`src/pkg/uart_match_pkg.sv`:
```
/*
 Register indices, field positions, reset values and counts for the
 ninth-bit, pin-control and address-match register block.
 Assumes a 32-bit Avalon-MM bus with one aligned word per register.
*/
package uart_match_pkg;
    // Register indices; byte address is four times the index
    localparam logic [3:0] CTRL_THREE_IDX = 4'h6;
    localparam logic [3:0] DATA_PORT_IDX = 4'h7;
    localparam logic [3:0] MATCH_ONE_IDX = 4'h8;
    localparam logic [3:0] MATCH_TWO_IDX = 4'h9;
    localparam int ADDR_W = 6;
    localparam int IDX_LSB = 2;
    localparam int IDX_MSB = 5;

    // Fields of control_three
    localparam int RX_NINTH_POS = 7;
    localparam int TX_NINTH_POS = 6;
    localparam int TX_DIR_POS = 5;
    localparam int TX_FLIP_POS = 4;
    localparam int ERR_EN_W = 4;

    // Error enable order: overrun, noise, framing, parity in bits 3..0
    localparam int OVERRUN_POS = 3;
    localparam int NOISE_POS = 2;
    localparam int FRAMING_POS = 1;
    localparam int PARITY_POS = 0;

    localparam logic [7:0] BYTE_RESET = 8'h00;
    localparam logic [23:0] UPPER_ZERO = 24'h000000;
    localparam logic TRANSFER_TYPE_CHAR = 1'b0;
    localparam logic TRANSFER_TYPE_BLOCK = 1'b1;
    localparam int TAIL_CHARS = 4;
    localparam int NINTH_POS = 8;
    localparam int MSB_EIGHT_POS = 7;
endpackage

```
`src/design/uart_ninth_bit_match_ctrl.sv`:
```
/*
 Control register three, data port and the two match-address registers of
 the asynchronous serial port, with the ninth-bit path, transmit pin
 direction and polarity, receive filtering and the error request.
 Assumes the receiver, transmitter shifter and status flags live outside and
 talk through the plain ports below, all synchronous to core_clk.
*/
// Implementation choice: register access over Avalon-MM.
`timescale 1ns/1ns
module uart_ninth_bit_match_ctrl #(
    parameter int TAIL_COUNT = uart_match_pkg::TAIL_CHARS
) (
    input wire logic core_clk,
    input wire logic srst,
    input wire logic [uart_match_pkg::ADDR_W-1:0] avs_address,
    input wire logic avs_read,
    input wire logic avs_write,
    input wire logic [31:0] avs_writedata,
    input wire logic [3:0] avs_byteenable,
    output logic [31:0] avs_readdata,
    output logic avs_waitrequest,
    input wire logic nineBitSelect,
    input wire logic tenBitSelect,
    input wire logic matchEnableOne,
    input wire logic matchEnableTwo,
    input wire logic smartcardEnable,
    input wire logic transferType,
    input wire logic initCharEnable,
    input wire logic initCharSeen,
    input wire logic blockLengthZero,
    input wire logic txCharDone,
    input wire logic nackSending,
    input wire logic singleWireMode,
    input wire logic loopbackMode,
    input wire logic rxPolarityFlip,
    input wire logic rxWordValid,
    input wire logic [8:0] rxWord,
    input wire logic rxPinLevel,
    input wire logic txRawLevel,
    input wire logic txDataBitPhase,
    input wire logic overrunFlag,
    input wire logic noiseFlag,
    input wire logic framingFlag,
    input wire logic parityFlag,
    output logic rxFull,
    output logic txLoad,
    output logic [7:0] txData,
    output logic txNinthBit,
    output logic txPin,
    output logic txPinOe,
    output logic rxLine,
    output logic errIrq
);
    import uart_match_pkg::*;

    localparam int CNT_W = $clog2(TAIL_COUNT + 1);

    if (TAIL_COUNT < 1) begin : g_bad_tail
        $error("TAIL_COUNT must be at least one");
    end

    logic waitQ;
    logic [31:0] readQ;
    logic rxNinthQ;
    logic txNinthHoldQ;
    logic txDirQ;
    logic txFlipQ;
    logic [ERR_EN_W-1:0] errEnQ;
    logic [7:0] rxDataQ;
    logic rxFullQ;
    logic [7:0] matchOneQ;
    logic [7:0] matchTwoQ;
    logic txLoadQ;
    logic [7:0] txDataQ;
    logic txNinthQ;
    logic txPinQ;
    logic txPinOeQ;
    logic rxLineQ;
    logic errIrqQ;
    logic [CNT_W-1:0] tailCntQ;
    logic [CNT_W-1:0] tailCntD;

    // Bus decode
    wire [3:0] regIdx = avs_address[IDX_MSB:IDX_LSB];
    wire accept = (avs_read | avs_write) & ~waitQ;
    wire wrLane = avs_write & accept & avs_byteenable[0];
    wire rdTake = avs_read & accept;
    wire wrCtrl = wrLane & (regIdx == CTRL_THREE_IDX);
    wire wrData = wrLane & (regIdx == DATA_PORT_IDX);
    wire wrMatchOne = wrLane & (regIdx == MATCH_ONE_IDX);
    wire wrMatchTwo = wrLane & (regIdx == MATCH_TWO_IDX);
    wire rdData = rdTake & (regIdx == DATA_PORT_IDX);
    wire [7:0] ctrlView = {rxNinthQ, txNinthHoldQ, txDirQ, txFlipQ, errEnQ};
    wire [7:0] rdMux = (regIdx == CTRL_THREE_IDX) ? ctrlView :
                       (regIdx == DATA_PORT_IDX) ? rxDataQ :
                       (regIdx == MATCH_ONE_IDX) ? matchOneQ :
                       (regIdx == MATCH_TWO_IDX) ? matchTwoQ : BYTE_RESET;

    // Receive filtering
    wire nineMode = nineBitSelect | tenBitSelect;
    wire wordMsb = nineMode ? rxWord[NINTH_POS] : rxWord[MSB_EIGHT_POS];
    wire anyMatch = matchEnableOne | matchEnableTwo;
    wire hitOne = matchEnableOne & (rxWord[7:0] == matchOneQ);
    wire hitTwo = matchEnableTwo & (rxWord[7:0] == matchTwoQ);
    wire keepWord = ~anyMatch | (wordMsb & (hitOne | hitTwo));
    wire storeWord = rxWordValid & keepWord;

    // Smartcard automatic actions
    wire blockMode = smartcardEnable & (transferType == TRANSFER_TYPE_BLOCK);
    wire charMode = smartcardEnable & (transferType == TRANSFER_TYPE_CHAR);
    wire tailStep = blockMode & blockLengthZero & txCharDone;
    wire tailDone = tailStep & (tailCntQ == CNT_W'(TAIL_COUNT - 1));
    wire flipAuto = charMode & initCharEnable & initCharSeen;

    // Pin levels
    wire flipNow = txFlipQ & (~smartcardEnable | txDataBitPhase);
    wire txLevel = txRawLevel ^ flipNow;
    wire dirNow = (charMode & nackSending) | txDirQ;
    wire [ERR_EN_W-1:0] errFlags = {overrunFlag, noiseFlag, framingFlag, parityFlag};

    assign tailCntD = ~blockMode ? '0 :
                      tailDone ? '0 :
                      tailStep ? tailCntQ + CNT_W'(1) : tailCntQ;

    // One wait cycle, then the answer; idle waitrequest stays high
    always_ff @(posedge core_clk) begin
        if (srst) begin
            waitQ <= 1'b1;
            readQ <= '0;
        end else begin
            waitQ <= ~((avs_read | avs_write) & waitQ);
            readQ <= {UPPER_ZERO, rdMux};
        end
    end

    // Control register three
    always_ff @(posedge core_clk) begin
        if (srst) begin
            txNinthHoldQ <= 1'b0;
            txDirQ <= 1'b0;
            txFlipQ <= 1'b0;
            errEnQ <= '0;
        end else begin
            if (wrCtrl) begin
                txNinthHoldQ <= avs_writedata[TX_NINTH_POS];
                txDirQ <= avs_writedata[TX_DIR_POS];
                txFlipQ <= avs_writedata[TX_FLIP_POS];
                errEnQ <= avs_writedata[ERR_EN_W-1:0];
            end
            if (tailDone) begin
                txDirQ <= 1'b0;
            end
            if (flipAuto) begin
                txFlipQ <= 1'b1;
            end
        end
    end

    // Receive word and its ninth bit move together; bit 7 takes no writes
    always_ff @(posedge core_clk) begin
        if (srst) begin
            rxDataQ <= BYTE_RESET;
            rxNinthQ <= 1'b0;
            rxFullQ <= 1'b0;
            tailCntQ <= '0;
        end else begin
            if (storeWord) begin
                rxDataQ <= rxWord[7:0];
                rxNinthQ <= nineMode & rxWord[NINTH_POS];
            end
            // A word arriving with the read keeps the flag set
            rxFullQ <= storeWord | (rxFullQ & ~rdData);
            tailCntQ <= tailCntD;
        end
    end

    // Match registers
    always_ff @(posedge core_clk) begin
        if (srst) begin
            matchOneQ <= BYTE_RESET;
            matchTwoQ <= BYTE_RESET;
        end else begin
            if (wrMatchOne) begin
                matchOneQ <= avs_writedata[7:0];
            end
            if (wrMatchTwo) begin
                matchTwoQ <= avs_writedata[7:0];
            end
        end
    end

    // Transmit side: the held ninth bit is committed with the data word
    always_ff @(posedge core_clk) begin
        if (srst) begin
            txLoadQ <= 1'b0;
            txDataQ <= BYTE_RESET;
            txNinthQ <= 1'b0;
        end else begin
            txLoadQ <= wrData;
            if (wrData) begin
                txDataQ <= avs_writedata[7:0];
                txNinthQ <= txNinthHoldQ;
            end
        end
    end

    // Pins and request
    always_ff @(posedge core_clk) begin
        if (srst) begin
            txPinQ <= 1'b1;
            txPinOeQ <= 1'b1;
            rxLineQ <= 1'b1;
            errIrqQ <= 1'b0;
        end else begin
            txPinQ <= txLevel;
            // Outside single-wire mode the pin is always driven
            txPinOeQ <= ~singleWireMode | dirNow;
            rxLineQ <= loopbackMode ? txLevel : rxPinLevel;
            errIrqQ <= |(errFlags & errEnQ);
        end
    end

    assign avs_readdata = readQ;
    assign avs_waitrequest = waitQ;
    assign rxFull = rxFullQ;
    assign txLoad = txLoadQ;
    assign txData = txDataQ;
    assign txNinthBit = txNinthQ;
    assign txPin = txPinQ;
    assign txPinOe = txPinOeQ;
    assign rxLine = rxLineQ;
    assign errIrq = errIrqQ;
endmodule

```
`config.mk`:
```
export PLATFORM = sky130hd
export DESIGN_NAME = uart_ninth_bit_match_ctrl
export DESIGN_NICKNAME = d
export VERILOG_FILES = /design/src/pkg/uart_match_pkg.sv /design/src/design/uart_ninth_bit_match_ctrl.sv
export SDC_FILE = /design/constraint.sdc
export NUM_CORES = 1
export LEC_CHECK = 0
export ABC_CLOCK_PERIOD_IN_PS = 2500
export BUFFER_PORTS_ARGS = -buffer_cell sky130_fd_sc_hd__buf_4
export CAP_MARGIN = 25
export CORE_MARGIN = 3
export CORE_UTILIZATION = 40
export DETAILED_ROUTE_END_ITERATION = 10
export GPL_TIMING_DRIVEN = 0
export PLACE_DENSITY = 0.7
export SKIP_CTS_REPAIR_TIMING = 1
export SLEW_MARGIN = 20
export SYNTH_ARGS = -nofsm -noshare
export SYNTH_HDL_FRONTEND = slang
export SYNTH_SLANG_ARGS = --single-unit
```
`constraint.sdc`:
```
create_clock -name core_clk -period 2.5 [get_ports core_clk]
set_input_delay 0.25 -clock core_clk [delete_from_list [all_inputs] [get_ports core_clk]]
set_output_delay 0.25 -clock core_clk [all_outputs]
set_load 0.01 [all_outputs]
```
==> summary.txt <==
Yosys
  – Post-synth top area share: 42.52%
  – Distinct cells, synth: 36
  – Post-Syn Area: 2778 um2
  – Synthesized flop and latch total: 59
  – Seq/Total Area, Yosys: 42.52%
  – Post-Synthesis Cells: 291
  – Leading area contributor after synthesis: dfxtp_1
  – Avg Cell Area, Syn: 9.545 um2
  – Synth warn: 0
  – Synth area leaders: dfxtp_1 43%, mux2i_1 15%, buf_4 7.0%

Critical path
  – Critical Path Start: matchTwoQ[4]$_SDFFE_PP0P_
  – Cell Chain, Critical Path: xnor2_1 -> nand4_1 -> nor4_1 -> a211oi_1 -> buf_6 -> mux2_4
  – CP Max Fanout: 10
  – Worst Path Arrival: 1.86 ns
  – Slowest-stage cell, CP: dfxtp_1
  – Critical Path End Type: flop
  – Worst Setup Start Kind: flop
  – Worst stage delay on the critical path: 0.38 ns
  – Crit Path Class: flop to flop
  – Worst r2r src: matchTwoQ[4]$_SDFFE_PP0P_
  – Data required, critical path: 2.73 ns

Clocking
  – Clock latency on the worst-skew pair: 0.33 ns
  – CTS Buf Count: 9
  – CTS Sinks: 59
  – H-tree Lvls: 3
  – Reg clk slew, reported paths: 0.06 ns
  – Clock Tree Root: clkbuf_8
  – CTS Buffer Depth: 2
  – CTS tree: yes

Timing
  – Tcrit/Tclk final: 65.46%
  – RSZ-0062 raised after global routing: false
  – Max_slew headroom: 57.53%
  – Final worst path period need: 1.636 ns
  – Final hold vios: 0
  – Peak Freq: 611.1 MHz
  – Max-slew violations: 0
  – Worst hold slack: 0.09039 ns
  – Total negative slack: 0 ns
  – Clock Skews: 0.006765 ns
  – Worst slew pin tran: 0.6344 ns
  – Setup Viol. Count Final: 0

Finish
  – Commonest non-fill, non-tap cell in the layout: buf_4
  – Layout cells sized above 1: 31.83%
  – N_diodes: 0
  – Most frequent cells in the layout: 96 x buf_4, 59 x dfxtp_1, 42 x mux2i_1
  – Nets@finish: 474
  – Synthesis-to-finish area growth: 31.94%

Die
  – Rows: 29
  – Core area: 6531 um2
  – Die height: 89.33 um
  – IO Pins: 125
  – Die X: 89.33 um
  – Initial Utilization: 42.53%
  – Die Area: 7980 um2

Job
  – Max_cap viols: 0

Detailed routing
  – Final WL: 6925 um
  – Vias per cell: 4.788
  – 1st-iter DRT viols: 106
  – Routed via count: 2279
  – DRC Markers: 0
  – Antenna Nets Post-Route: 0
  – Drt wl/cell: 14.55 um
  – DRT Pass-1 Iters: 4

GRT
  – Largest net degree at the start of global routing: 11
  – First-pass GRT wire length: 10670 um
  – Global Route Usage Sum: 18.02%
  – GR Overflow Total: 0
  – Number of global-route vias before repair: 2187
  – Initial antenna violation count: 0

Placed design
  – Port bufs: 70
  – GPL Wtd Cong: 0.8015
  – Dpl hpwl: 5042 um

Outcome
  – Status: finished clean

Min path
  – Hold crit path type: input port to flop
  – Min-delay src: singleWireMode

Power
  – Static Leak: 1.626 nW
  – PD cells: 540.3 nW/um2
  – Peak VDD IR: 0.3943 mV
metrics by stage:
stage,util (%),power (mW),cell area [um2],std cells,setup slack [ns]
after floorplan,-,1.101,2864,314,0.9491
after global placement,53.37,1.202,3486,461,0.6737
after detailed placement,53.37,1.206,3486,461,0.5978
after CTS,56.11,1.993,3665,476,0.8589
after global routing,56.11,2.067,3665,476,0.8029
final,56.11,1.980,3665,476,0.8636
path summary, 6_finish.rpt:
kind | end | slack, ns | cells after the start
worst min register to register | avs_waitrequest$_SDFF_PP1_ | 0.45 | 1
worst max-delay path | rxNinthQ$_SDFFE_PP0P_ | 0.86 | 6
worst min-delay path | txPinOe$_SDFF_PP1_ | 0.09 | 2
worst max register to register | rxNinthQ$_SDFFE_PP0P_ | 0.86 | 6
area by class of cell:
cell class | count | area (um2)
multi-input cells | 214 | 1406
inverters | 3 | 11.26
fillers | 611 | 2867
flip-flops and latches | 59 | 1181
clock buffers | 13 | 168.9
repair buffers | 70 | 525.5
well taps | 77 | 96.34
plain buffers | 38 | 265.3
clock inverters | 2 | 10.01
cells in the mapped netlist:
cell,count
nor3b_1,1
and4_1,1
nor4b_4,1
nand2_1,30
clkinv_1,1
buf_6,3
nor2_1,38
nor3_1,1
and4bb_2,1
nor2b_1,4
mux2_2,8
and3b_1,1
mux2i_1,42
mux2_4,1
clkbuf_1,7
nand3_1,3
dfxtp_1,59
or3b_1,1
nand3b_1,1
conb_1,1
o21ai_0,2
nand4_1,4
buf_2,2
a22oi_1,10
xnor2_1,17
buf_4,26
inv_1,2
a211oi_1,2
a21o_1,1
xor2_1,1
nand2b_1,1
nor2_4,1
ha_1,2
o211ai_1,1
nor4_1,2
a21oi_1,12
where the power goes:
group | switching, mW | total [mW] | internal, mW
combinational | 0.109 | 0.227 | 0.119
sequential | 0.00639 | 0.959 | 0.953
clock | 0.361 | 0.793 | 0.432
state kept, by name, summed over array words and instances (netlist names), 3 cells and up:
signal / flops
errEnQ: 4
txData: 8
avs_readdata: 8
tailCntQ: 3
rxDataQ: 8
matchTwoQ: 8
matchOneQ: 8
worst max-delay path, delay by kind of cell, from the launching register on:
kind                      cells  cell delay (ns)
and+or+nand+nor               2             0.41
DFF                           1             0.38
muxes                         1             0.30
buffers and inverters         1             0.18
AOI/OAI and AO/OA             1             0.11
xor gates and xnor gates      1             0.14
cells by family after synthesis:
| kind of cell | share of synthesized area, % |
|---|---|
| xor+xnor | 5.676 |
| simple gates | 15.59 |
| fa+ha+maj | 0.9008 |
| compound gates | 6.306 |
| other cells | 0.1350 |
| buf+inv | 9.955 |
| mux | 18.92 |
| flops | 42.52 |
routing by layer:
| metal | wire [um] | track usage (%) | share of wire [%] | up-vias |
|---|---|---|---|---|
| li1 | - | - | - | 1141 |
| met1 | 2929 | 22.64 | 42 | 1035 |
| met2 | 3286 | 29.81 | 47 | 91 |
| met3 | 588 | 4.055 | 8.5 | 12 |
| met4 | 120 | 7.307 | 1.7 | 0 |
| met5 | 0 | 0 | 0 | - |
Note: power is estimated with default switching activity, not from simulation.
